===== src/rtl/cpei_map.svh =====
/*
 * Register indices, field positions, masks and reset values of the copper
 * event interrupt block. Assumes an APB slave with 32-bit data where the
 * byte address of a register is four times its index.
 */
`ifndef CPEI_MAP_SVH
`define CPEI_MAP_SVH

// Register indices (byte address is index times four)
`define CPEI_IDX_ENABLE  8'h12
`define CPEI_IDX_FLAGS   8'h13
`define CPEI_IDX_CTRL    8'h14
`define CPEI_IDX_LIVE    8'h15

// Reset values
`define CPEI_ENABLE_RST  16'h0000
`define CPEI_FLAGS_RST   16'h0000

// Implemented bits of enable and flag registers (7 and 2 reserved)
`define CPEI_EVT_MASK    16'hff7b

// Event bit positions, shared by enable and flag registers
`define CPEI_B_ANERR     15
`define CPEI_B_SPEED     14
`define CPEI_B_DUPLEX    13
`define CPEI_B_PAGE      12
`define CPEI_B_ANDONE    11
`define CPEI_B_LINK      10
`define CPEI_B_SYMERR    9
`define CPEI_B_FCARR     8
`define CPEI_B_MDIX      6
`define CPEI_B_DSHIFT    5
`define CPEI_B_ENERGY    4
`define CPEI_B_FLPNL     3
`define CPEI_B_POLAR     1
`define CPEI_B_JABBER    0

// Control register: software reset request bit
`define CPEI_B_SRESET    0

// Live status register layout
`define CPEI_B_LV_IRQ    0
`define CPEI_B_LV_LINK   1
`define CPEI_B_LV_ENERGY 2
`define CPEI_B_LV_POLAR  3
`define CPEI_B_LV_DUPLEX 4
`define CPEI_B_LV_MDIX   5
`define CPEI_B_LV_SPDLO  6

`endif


===== src/rtl/cpei_pkg.sv =====
/*
 * Types of the copper event interrupt block.
 * Assumes cpei_map.svh supplies the numeric constants.
 */
package cpei_pkg;
    typedef logic [15:0] cpei_word_t;  // Management register word
    typedef logic [7:0]  cpei_idx_t;   // Register index
    typedef logic [1:0]  cpei_speed_t; // Resolved speed code
endpackage


===== src/rtl/cpei_reg_if.sv =====
/*
 * Register access carrier between the APB slave and the event core.
 * Assumes both ends run on pclk.
 */
`timescale 1ns/10ps
interface cpei_reg_if;
    import cpei_pkg::*;
    cpei_idx_t  cur_idx;   // Index decoded in setup phase
    logic       cur_hit;   // Index maps to a register
    cpei_word_t cur_rdata; // Read value for cur_idx
    cpei_idx_t  acc_idx;   // Index latched for the access
    logic       wr_stb;    // One-cycle write completion
    logic       rd_stb;    // One-cycle read completion
    cpei_word_t wdata;     // Write data low half
    cpei_word_t rd_val;    // Value actually returned by the read
    modport slv  (output cur_idx, acc_idx, wr_stb, rd_stb, wdata, rd_val,
                  input  cur_hit, cur_rdata);
    modport core (input  cur_idx, acc_idx, wr_stb, rd_stb, wdata, rd_val,
                  output cur_hit, cur_rdata);
endinterface


===== src/rtl/cpei_copper_events.sv =====
/*
 * Copper event flagging and interrupt masking, reached over APB.
 * Holds the enable register, the latched-high flag register, a control
 * register with a software reset request and a live status register.
 * Assumes event pulses and status levels synchronous to pclk, and that
 * the event detectors themselves sit outside this block.
 */
`timescale 1ns/10ps
`include "cpei_map.svh"

module cpei_copper_events
    import cpei_pkg::*;
(
    input  wire logic        pclk,
    input  wire logic        presetn,
    input  wire logic        psel,
    input  wire logic        penable,
    input  wire logic        pwrite,
    input  wire logic [11:0] paddr,
    input  wire logic [31:0] pwdata,
    output logic      [31:0] prdata,
    output logic             pready,
    output logic             pslverr,
    input  wire logic        an_ms_fault,
    input  wire logic        an_pd_fault,
    input  wire logic        an_no_hcd,
    input  wire logic        an_link_fail,
    input  wire logic        an_page_rx,
    input  wire logic        an_complete,
    input  wire logic        rx_symbol_err,
    input  wire logic        rx_false_carrier,
    input  wire logic        speed_downshift,
    input  wire logic        flp_done_no_link,
    input  wire logic        jabber_det,
    input  wire logic [1:0]  speed_lvl,
    input  wire logic        duplex_lvl,
    input  wire logic        link_lvl,
    input  wire logic        mdix_lvl,
    input  wire logic        energy_lvl,
    input  wire logic        polarity_lvl,
    output logic             irq
);

    // ------------------------------------------------------------------
    // Carrier between bus slave and core
    // ------------------------------------------------------------------
    cpei_reg_if rif ();

    // ------------------------------------------------------------------
    // Register state
    // ------------------------------------------------------------------
    cpei_word_t  enable_r;      // Per-event interrupt enables
    cpei_word_t  enable_nxt;    // Next enable value
    cpei_word_t  flags;         // Latched-high event flags
    logic        sreset_r;      // One-cycle software reset pulse
    logic        sreset_nxt;    // Next software reset pulse

    // Previous levels for change detection
    cpei_speed_t speed_prev_r;  // Last seen speed code
    logic        duplex_prev_r; // Last seen duplex
    logic        link_prev_r;   // Last seen link state
    logic        mdix_prev_r;   // Last seen crossover
    logic        energy_prev_r; // Last seen energy state
    logic        polar_prev_r;  // Last seen polarity
    logic        primed_r;      // Previous levels hold real samples

    // ------------------------------------------------------------------
    // Decoded access strobes
    // ------------------------------------------------------------------
    logic        wr_enable;     // Write to enable register
    logic        wr_ctrl;       // Write to control register
    logic        rd_flags;      // Completed read of flag register

    // ------------------------------------------------------------------
    // Event assembly
    // ------------------------------------------------------------------
    logic        an_error;      // Any negotiation error cause
    logic        chg_speed;     // Speed code changed
    logic        chg_duplex;    // Duplex changed
    logic        chg_link;      // Link state changed
    logic        chg_mdix;      // Crossover changed
    logic        chg_energy;    // Energy-detect state changed
    logic        chg_polar;     // Polarity changed
    cpei_word_t  evt_raw;       // Events by bit position
    cpei_word_t  evt_set;       // Events with reserved bits removed
    cpei_word_t  evt_clr;       // Bits to clear after a flag read
    cpei_word_t  live_word;     // Live status read value
    logic        irq_nxt;       // Next interrupt level

    // ------------------------------------------------------------------
    // Bus slave
    // ------------------------------------------------------------------
    cpei_apb_slave u_apb (
        .pclk    (pclk),
        .presetn (presetn),
        .psel    (psel),
        .penable (penable),
        .pwrite  (pwrite),
        .paddr   (paddr),
        .pwdata  (pwdata),
        .prdata  (prdata),
        .pready  (pready),
        .pslverr (pslverr),
        .rif     (rif)
    );

    // ------------------------------------------------------------------
    // Address map: which indices answer
    // ------------------------------------------------------------------
    // Holes in the map answer with pslverr
    assign rif.cur_hit = (rif.cur_idx == `CPEI_IDX_ENABLE) ||
                         (rif.cur_idx == `CPEI_IDX_FLAGS)  ||
                         (rif.cur_idx == `CPEI_IDX_CTRL)   ||
                         (rif.cur_idx == `CPEI_IDX_LIVE);

    // Live levels for software inspection
    assign live_word = {8'h00,
                        speed_lvl,
                        mdix_lvl,
                        duplex_lvl,
                        polarity_lvl,
                        energy_lvl,
                        link_lvl,
                        irq};

    // Read data select; control reads as zero
    // Flags value is the snapshot a read clears
    assign rif.cur_rdata =
        (rif.cur_idx == `CPEI_IDX_ENABLE) ? enable_r  :
        (rif.cur_idx == `CPEI_IDX_FLAGS)  ? flags     :
        (rif.cur_idx == `CPEI_IDX_LIVE)   ? live_word :
                                            16'h0000;

    // ------------------------------------------------------------------
    // Access strobes; writes to flags and live are dropped
    // ------------------------------------------------------------------
    assign wr_enable = rif.wr_stb & (rif.acc_idx == `CPEI_IDX_ENABLE);
    assign wr_ctrl   = rif.wr_stb & (rif.acc_idx == `CPEI_IDX_CTRL);
    assign rd_flags  = rif.rd_stb & (rif.acc_idx == `CPEI_IDX_FLAGS);

    // Reserved enable bits are stored as zero whatever is written
    // Only a completed write moves the mask
    assign enable_nxt = wr_enable ? (rif.wdata & `CPEI_EVT_MASK)
                                  : enable_r;

    // Software reset request is a one-cycle pulse
    // Other control bits are ignored
    assign sreset_nxt = wr_ctrl & rif.wdata[`CPEI_B_SRESET];

    // ------------------------------------------------------------------
    // Enable register: hardware reset only, survives software reset
    // Software keeps its mask over a soft reset
    // ------------------------------------------------------------------
    always_ff @(posedge pclk or negedge presetn) begin
        if (!presetn) begin
            enable_r <= `CPEI_ENABLE_RST;
        end else begin
            enable_r <= enable_nxt;
        end
    end

    // Software reset pulse register
    // Flags clear one edge after the write
    always_ff @(posedge pclk or negedge presetn) begin
        if (!presetn) begin
            sreset_r <= 1'b0;
        end else begin
            sreset_r <= sreset_nxt;
        end
    end

    // ------------------------------------------------------------------
    // Level history for change detection
    // ------------------------------------------------------------------
    // First sample after reset only primes, so no false change appears
    // A level moved in reset is no event
    always_ff @(posedge pclk or negedge presetn) begin
        if (!presetn) begin
            primed_r <= 1'b0;
        end else begin
            primed_r <= 1'b1;
        end
    end

    // Sampled levels, always tracking the inputs
    // Soft reset leaves history alone: no false change
    always_ff @(posedge pclk or negedge presetn) begin
        if (!presetn) begin
            speed_prev_r  <= 2'h0;
            duplex_prev_r <= 1'b0;
            link_prev_r   <= 1'b0;
            mdix_prev_r   <= 1'b0;
            energy_prev_r <= 1'b0;
            polar_prev_r  <= 1'b0;
        end else begin
            speed_prev_r  <= speed_lvl;
            duplex_prev_r <= duplex_lvl;
            link_prev_r   <= link_lvl;
            mdix_prev_r   <= mdix_lvl;
            energy_prev_r <= energy_lvl;
            polar_prev_r  <= polarity_lvl;
        end
    end

    // ------------------------------------------------------------------
    // Event sources
    // ------------------------------------------------------------------
    // Pulse inputs latch on every high cycle
    // Any of the four negotiation failures counts as an error
    assign an_error   = an_ms_fault | an_pd_fault |
                        an_no_hcd | an_link_fail;

    // Resolved speed and duplex changes
    assign chg_speed  = primed_r & (speed_lvl != speed_prev_r);
    assign chg_duplex = primed_r & (duplex_lvl != duplex_prev_r);

    // Link transitions in either direction
    assign chg_link   = primed_r & (link_lvl != link_prev_r);

    // Crossover setting change
    assign chg_mdix   = primed_r & (mdix_lvl != mdix_prev_r);

    // Energy-detect state change
    assign chg_energy = primed_r & (energy_lvl != energy_prev_r);

    // Receive polarity change
    assign chg_polar  = primed_r & (polarity_lvl != polar_prev_r);

    // Events placed at their flag positions
    // Reserved bits 7 and 2 stay zero here
    always_comb begin
        evt_raw                  = 16'h0000;
        evt_raw[`CPEI_B_ANERR]   = an_error;
        evt_raw[`CPEI_B_SPEED]   = chg_speed;
        evt_raw[`CPEI_B_DUPLEX]  = chg_duplex;
        evt_raw[`CPEI_B_PAGE]    = an_page_rx;
        evt_raw[`CPEI_B_ANDONE]  = an_complete;
        evt_raw[`CPEI_B_LINK]    = chg_link;
        evt_raw[`CPEI_B_SYMERR]  = rx_symbol_err;
        evt_raw[`CPEI_B_FCARR]   = rx_false_carrier;
        evt_raw[`CPEI_B_MDIX]    = chg_mdix;
        evt_raw[`CPEI_B_DSHIFT]  = speed_downshift;
        evt_raw[`CPEI_B_ENERGY]  = chg_energy;
        evt_raw[`CPEI_B_FLPNL]   = flp_done_no_link;
        evt_raw[`CPEI_B_POLAR]   = chg_polar;
        evt_raw[`CPEI_B_JABBER]  = jabber_det;
    end

    // Reserved positions can never latch
    assign evt_set = evt_raw & `CPEI_EVT_MASK;

    // Clear only what the read returned; later events stay pending
    assign evt_clr = rd_flags ? rif.rd_val : 16'h0000;

    // ------------------------------------------------------------------
    // Flag bank: read-only to software, set wins over clear
    // Soft reset clear beats a same-cycle event
    // ------------------------------------------------------------------
    cpei_event_latch #(
        .W (16)
    ) u_flags (
        .clk    (pclk),
        .rst_n  (presetn),
        .sreset (sreset_r),
        .set    (evt_set),
        .clr    (evt_clr),
        .flags  (flags)
    );

    // ------------------------------------------------------------------
    // Interrupt: level while any enabled flag is set
    // ------------------------------------------------------------------
    assign irq_nxt = |(flags & enable_r);

    // Registered interrupt output
    // Straight from a flip-flop, one edge behind flags
    always_ff @(posedge pclk or negedge presetn) begin
        if (!presetn) begin
            irq <= 1'b0;
        end else begin
            irq <= irq_nxt;
        end
    end

endmodule


===== src/rtl/cpei_apb_slave.sv =====
/*
 * APB slave with one access cycle and registered answers.
 * Assumes a well-behaved APB master on pclk and the core on the carrier.
 */
`timescale 1ns/10ps
`include "cpei_map.svh"
module cpei_apb_slave
    import cpei_pkg::*;
(
    input  wire logic        pclk,
    input  wire logic        presetn,
    input  wire logic        psel,
    input  wire logic        penable,
    input  wire logic        pwrite,
    input  wire logic [11:0] paddr,
    input  wire logic [31:0] pwdata,
    output logic      [31:0] prdata,
    output logic             pready,
    output logic             pslverr,
    cpei_reg_if.slv          rif
);
    logic        setup;    // Setup phase seen
    logic        done;     // Access completes this edge
    logic        hit_r;    // Setup decoded a valid word
    logic        write_r;  // Direction of the pending access
    logic        aligned;  // Word aligned, inside the map window

    // Decode in setup phase
    assign setup       = psel & ~penable;
    assign aligned     = (paddr[1:0] == 2'h0) && (paddr[11:10] == 2'h0);
    assign rif.cur_idx = paddr[9:2];
    assign done        = psel & penable & pready;

    // Completion strobes toward the core
    assign rif.wr_stb  = done & write_r & hit_r;
    assign rif.rd_stb  = done & ~write_r & hit_r;
    assign rif.wdata   = pwdata[15:0];
    assign rif.rd_val  = prdata[15:0];

    // Capture answer at the setup edge; ready for one access cycle
    always_ff @(posedge pclk or negedge presetn) begin
        if (!presetn) begin
            pready      <= 1'b0;
            pslverr     <= 1'b0;
            prdata      <= 32'h0000_0000;
            hit_r       <= 1'b0;
            write_r     <= 1'b0;
            rif.acc_idx <= 8'h00;
        end else begin
            pready <= setup;
            if (setup) begin
                hit_r       <= rif.cur_hit & aligned;
                write_r     <= pwrite;
                rif.acc_idx <= rif.cur_idx;
                pslverr     <= ~(rif.cur_hit & aligned);
                prdata      <= (!pwrite && rif.cur_hit && aligned) ?
                               {16'h0000, rif.cur_rdata} : 32'h0000_0000;
            end
        end
    end
endmodule


===== src/rtl/cpei_event_latch.sv =====
/*
 * Latched-high flag bank: set wins over read clear, soft reset clears all.
 * Assumes set, clear and soft reset are synchronous to clk.
 */
`timescale 1ns/10ps
module cpei_event_latch #(
    parameter int W = 16
) (
    input  wire logic         clk,
    input  wire logic         rst_n,
    input  wire logic         sreset,
    input  wire logic [W-1:0] set,
    input  wire logic [W-1:0] clr,
    output logic      [W-1:0] flags
);
    logic [W-1:0] flags_nxt; // Next flag value

    // Hold, clear read bits, then apply new events on top
    assign flags_nxt = (flags & ~clr) | set;

    // Flag storage
    always_ff @(posedge clk or negedge rst_n) begin
        if (!rst_n) begin
            flags <= '0;
        end else if (sreset) begin
            flags <= '0;
        end else begin
            flags <= flags_nxt;
        end
    end
endmodule


===== config.mk =====
export PLATFORM = sky130hd
export DESIGN_NAME = cpei_copper_events
export DESIGN_NICKNAME = d
export VERILOG_FILES = /design/src/rtl/cpei_pkg.sv /design/src/rtl/cpei_reg_if.sv /design/src/rtl/cpei_copper_events.sv /design/src/rtl/cpei_apb_slave.sv /design/src/rtl/cpei_event_latch.sv
export VERILOG_INCLUDE_DIRS = /design/src /design/src/rtl
export SDC_FILE = /design/constraint.sdc
export NUM_CORES = 1
export LEC_CHECK = 0
export BUFFER_PORTS_ARGS = -buffer_cell sky130_fd_sc_hd__buf_2
export CORE_MARGIN = 2
export CORE_UTILIZATION = 25
export DETAILED_ROUTE_END_ITERATION = 7
export SYNTH_ARGS = -nofsm -noshare
export SYNTH_HDL_FRONTEND = slang
export SYNTH_HIERARCHICAL = 1
export SYNTH_SLANG_ARGS = --single-unit

===== constraint.sdc =====
create_clock -name pclk -period 2.3 [get_ports pclk]
set_input_delay 0.115 -clock pclk [delete_from_list [all_inputs] [get_ports pclk]]
set_output_delay 0.115 -clock pclk [all_outputs]
set_load 0.03 [all_outputs]

==> out/qor.csv, run 1 <==
metric,value,unit
die_x,128,um
dpl.hpwl,6690,um
area_delta_synth_final,13.3,%
avgSynthCellArea,9.91,um^2
setup_viol,0,
outcome,finished clean,
ir_worst_vdd,0.347,mV
clockBufferDepth,2,
critPathRequiredTime,2510,ps
p_leak,2.11,nW
routed_via_density,4.21,
slew_headroom,43.5,%
maxCapViolCount,0,
path_class,flop to flop,
portBuffers,67,
yosysWarnings,6,
rsz0062_at_grt,no,
dr.pass1.iters,4,
cp.arrival,2170,ps
cpLargestDelayFamily,simple AND/OR/NAND/NOR gates,
grt_pass1_wl,14000,um
crit_slowest_cell,or4b_4,
grt_max_degree,30,
tightest_slew,848,ps
core,0.0151,mm^2
antenna_cells,0,
netlist_instances,388,
post_drt_wl_per_cell,14.3,um
path_max_fanout,14,
hold_class,input pin to flop,
cp_num_buf_inv,1,
cts_tree,done,
start_util,25.5,%
htreeDepth,3,
vias,2596,
finalHoldViolations,0,
rows,45,
crit_path_end_kind,flop,
drc,0,
min_period,1960,ps
setup_tns,0,ps
maxSlewViolCount,0,
drtIter0Drc,131,
critPathMaxStageDelay,540,ps
clock_sinks,68,
gp_congestion,0.776,
grt_overflow,0,
crit_chain,or4b_4 > or3b_1 > buf_4 > mux2_4,
fin_nets,493,
die_h,128,um
antenna_found_initial,0,
ant_nets,0,
drive_above_1_share,27.7,%
clk_pin_slew,50,ps
max_freq,0.509,GHz
grt_usage,11.2,%
postCtsSetupBuffers,0,
first_global_vias,2672,
cts_root_buf,clkbuf_16,
syn_area,0.00385,mm^2
skew,3.25,ps
cts_buffers,9,
fin_crit_sh,85.4,%
dieArea,0.0164,mm^2
power.density,648,mW/mm^2
wirelength,8820,um
clk_latency,330,ps
ios,102,
critPathLaunchType,flop,
final_core_util,28.9,%
-- state kept, by name (all words and copies together), names as in the netlist, 2 cells and up --
| name | cells |
|---|---|
| u_apb/rif.acc_idx | 8 |
| u_apb/prdata | 16 |
| u_flags/flags | 16 |
| speed_prev_r | 2 |
| enable_r | 14 |
-- power by group --
group / internal, mW / switching, mW / leakage [nW]
sequential: 1.23 / 0.0170 / 0.827
combinational: 0.0865 / 0.150 / 1.13
clock: 0.883 / 0.461 / 0.145
total: 2.20 / 0.627 / 2.11
-- layout make-up --
| class | count | area [um^2] |
|---|---|---|
| inverter | 18 | 70.1 |
| tap | 188 | 235 |
| timing repair buffer | 81 | 473 |
| multi-input combinational | 248 | 1590 |
| clock inverter | 2 | 35.0 |
| fill | 1595 | 10700 |
| sequential | 68 | 1700 |
| clock buffer | 12 | 256 |
-- worst min-delay path, delay by kind of cell --
kind | cells | cell delay (ps)
buf+inv | 1 | 100
simple gates | 2 | 100
-- layer usage --
| metal | vias up | track usage (%) | wire (um) |
|---|---|---|---|
| met1 | 1248 | 14.7 | 4220 |
| met3 | 8 | 2.92 | 388 |
| met2 | 60 | 17.6 | 4080 |
| met4 | 0 | 4.27 | 128 |
| met5 | - | 0 | 0 |
| li1 | 1280 | - | - |
-- cell usage in the layout, fill, tap and decap left out, types with 2 or more instances in the layout --
| cell | count |
|---|---|
| dfrtp_1 | 68 |
| buf_2 | 67 |
| nand2_1 | 61 |
| and2_1 | 22 |
| nand2b_1 | 22 |
| conb_1 | 19 |
| inv_1 | 17 |
| o21ai_1 | 16 |
| nor2_1 | 10 |
| mux2_4 | 10 |
| a21oi_2 | 10 |
| clkbuf_16 | 9 |
| mux2i_1 | 8 |
| dlygate4sd3_1 | 8 |
| nand4b_1 | 7 |
| nand3_1 | 6 |
| a2bb2oi_1 | 6 |
| a21oi_1 | 6 |
| xor2_1 | 5 |
| a22oi_1 | 5 |
| buf_4 | 5 |
| mux2_2 | 4 |
| xnor2_1 | 3 |
| nand4_1 | 3 |
| nor3b_1 | 2 |
| and3b_1 | 2 |
| a32o_1 | 2 |
| clkbuf_8 | 2 |
| nor2_2 | 2 |
-- worst paths after layout --
check,cells past startpoint,start,slack [ps],to
worst max-delay path,4,u_apb/rif.acc_idx[6],340,enable_r[13]
worst min-delay path,3,paddr[9],10,u_apb/rif.acc_idx[7]
worst max register to register,4,u_apb/rif.acc_idx[6],340,enable_r[13]
min in group asynchronous,2,presetn,320,u_apb/rif.acc_idx[4]
worst min register to register,2,u_apb/rif.acc_idx[7],460,u_apb/rif.acc_idx[7]
max in group asynchronous,3,presetn,1350,u_flags/flags[11]
-- through the flow --
step	power, mW	area, um^2	std cells	hold WS [ps]	setup WS (ps)
2_1_floorplan	1.44	3910	404	-181	356
3_3_place_gp	1.48	3990	595	139	369
3_5_place_dp	1.49	3990	595	136	344
4_1_cts	2.86	4360	617	6.52	336
5_1_grt	2.93	4360	617	16.7	292
6_report	2.82	4360	617	12.2	336
-- what timing repair did --
action                                 4_1_cts  5_1_grt
hold buffers                                 8        0
endpoints found under the hold margin       30        0
resized for setup                            0        0
Power figures use the tool's default switching activity.
==> run 2: changes to the inputs <==
Settings changed: CORE_UTILIZATION 25 to 45, PLACE_DENSITY set to 0.7.
==> out/qor.csv, run 2 (synthesis results as in run 1) <==
metric,value,unit,change
outcome,finished clean,,
path_max_fanout,16,,+2
rows,33,,-27%
place_ws,350,ps,+5.61 ps
cp.arrival,2230,ps,+60 ps
share_clk_of_total_power,44.4,%,-3.2 points
dieArea,0.00930,mm^2,-43%
layout_commonest_cell,dfrtp_1,,
grt_use_met2,31.1,%,+13 points
crit_path_end_kind,flop,,
post_drt_wl_per_cell,14.4,um,+1.0%
grt_max_degree,37,,+23%
drc,0,,unchanged
p_seq_share,45.9,%,+1.9 points
die_h,96.5,um,-25%
clk_latency,350,ps,+20 ps
power.density,610,mW/mm^2,-5.9%
p_int,2.11,mW,-3.8%
busiest_layer,met2,,
switching_share,22.0,%,-0.25 points
path_class,input pin to flop,,
tightest_slew,858,ps,+9.53 ps
clock_sinks,68,,unchanged
final_area,0.00444,mm^2,+1.9%
slew_headroom,42.8,%,-0.64 points
maxCapViolCount,0,,unchanged
fillCellCount,758,,-52%
clk_pin_slew,70,ps,+20 ps
timing.final.ws_setup,336,ps,+0.773 ps
antenna_found_initial,0,,unchanged
ir_worst_vdd,0.306,mV,-12%
ant_nets,0,,unchanged
postCtsSetupBuffers,0,,unchanged
use_met1,25.3,%,+11 points
dp.cells,512,,-14%
drive_above_1_share,26.6,%,-1.1 points
cts_buffers,9,,unchanged
setup_tns,0,ps,unchanged
dpl.hpwl,5650,um,-15%
fin_nets,517,,+4.9%
final_core_util,53.8,%,+25 points
share_comb_of_total_power,9.7,%,+1.3 points
dr.pass1.iters,4,,unchanged
grt_pass1_wl,13300,um,-5.3%
rsz0062_at_grt,no,,
reg2reg_depth,4,,unchanged
min_period,1960,ps,-0.773 ps
grt_usage,19.2,%,+8.1 points
ios,102,,unchanged
fin_crit_sh,85.4,%,about the same
cts_resized,0,,unchanged
finalHoldViolations,0,,unchanged
p_sw,0.595,mW,-5.2%
die_x,96.5,um,-25%
grt_overflow,0,,unchanged
vias,2698,,+3.9%
reg.largest.list,"u_apb/prdata: 16 flops, u_flags/flags: 16 flops, enable_r: 14 flops",,
start_util,46.6,%,+21 points
finalNonFillerCells,560,,-9.2%
portBuffers,67,,unchanged
skew,7.37,ps,+4.12 ps
ff2ff_setup_slack,350,ps,about the same
gp_congestion,0.763,,-1.8%
htreeDepth,3,,unchanged
layout_common_cells,"68 x dfrtp_1, 67 x buf_2, 61 x nand2_1, 32 x dlygate4sd3_1",,
dpl-instance-area,0.00387,mm^2,-2.9%
cts_root_buf,clkbuf_8,,
hold_depth,3,,unchanged
setup_viol,0,,unchanged
core,0.00826,mm^2,-45%
hold_class,input pin to flop,,
critPathRequiredTime,2560,ps,+50 ps
antenna_cells,0,,unchanged
area_delta_synth_final,15.4,%,
max_freq,0.509,GHz,about the same
wirelength,8090,um,-8.3%
drtIter0Drc,192,,+47%
maxSlewViolCount,0,,unchanged
routed_via_density,4.82,,+15%
cts_tree,done,,
first_global_vias,2647,,-0.94%
grt_use_met3,4.27,%,+1.3 points
clockBufferDepth,2,,unchanged
critPathLaunchType,input pin,,
p_leak,2.18,nW,+3.7%
==> run 2: cell count changes in the layout (fill, tap and decap cells not counted), sizes merged <==
cell         delta
dlygate4sd3    +24
bufinv          +2
==> run 2: final cells by class <==
class	count	area (um^2)	area share [%]
multi-input combinational	248	1590	35.7
timing repair buffer	105	701	15.8
clock buffer	12	155	3.49
inverter	18	70.1	1.58
clock inverter	4	95.1	2.14
tap	105	131	2.96
sequential	68	1700	38.3
==> run 2: worst paths after layout <==
kind / startpoint / to
setup / recovery: paddr[7] / u_apb/prdata[0]
hold / removal: flp_done_no_link / u_flags/flags[3]
setup reg to reg: u_apb/rif.acc_idx[6] / enable_r[0]
hold reg to reg: u_apb/rif.acc_idx[3] / sreset_r
max in group asynchronous: presetn / u_apb/prdata[10]
min in group asynchronous: presetn / u_apb/rif.acc_idx[4]
==> run 2: metrics by stage <==
step | hold WS (ps) | total power, mW
after floorplan | -181 | 1.44
after global placement | 176 | 1.48
after detailed placement | 178 | 1.48
after CTS | 7.39 | 2.74
after global routing | 32.6 | 2.81
final | 33.0 | 2.71
==> run 2: critical path, cell delays in order <==
cell and delay, ps:
dlygate4sd3_1 540, buf_2 140, nor4b_2 380, nor3b_1 460, nand4b_4 350, o21ai_1 250
==> run 2: repair_timing <==
item | in CTS | in global routing
hold buffers | 32 | 0
hold endpoints to repair | 99 | 0
endpoints found under the setup margin | 0 | 0
==> run 2: power by group through the flow <==
stage | clock [mW] | combinational, mW | sequential [mW]
final | 1.20 | 0.263 | 1.24
after global placement | 0 | 0.217 | 1.26
after global routing | 1.28 | 0.292 | 1.24
after floorplan | 0 | 0.178 | 1.26
after CTS | 1.23 | 0.264 | 1.24
after detailed placement | 0 | 0.221 | 1.26
==> run 2: metal layers <==
layer	part of all wire (%)	wire, um
met1	46	3710
met2	48	3880
met3	4.9	399
met4	1.2	100
met5	0	0
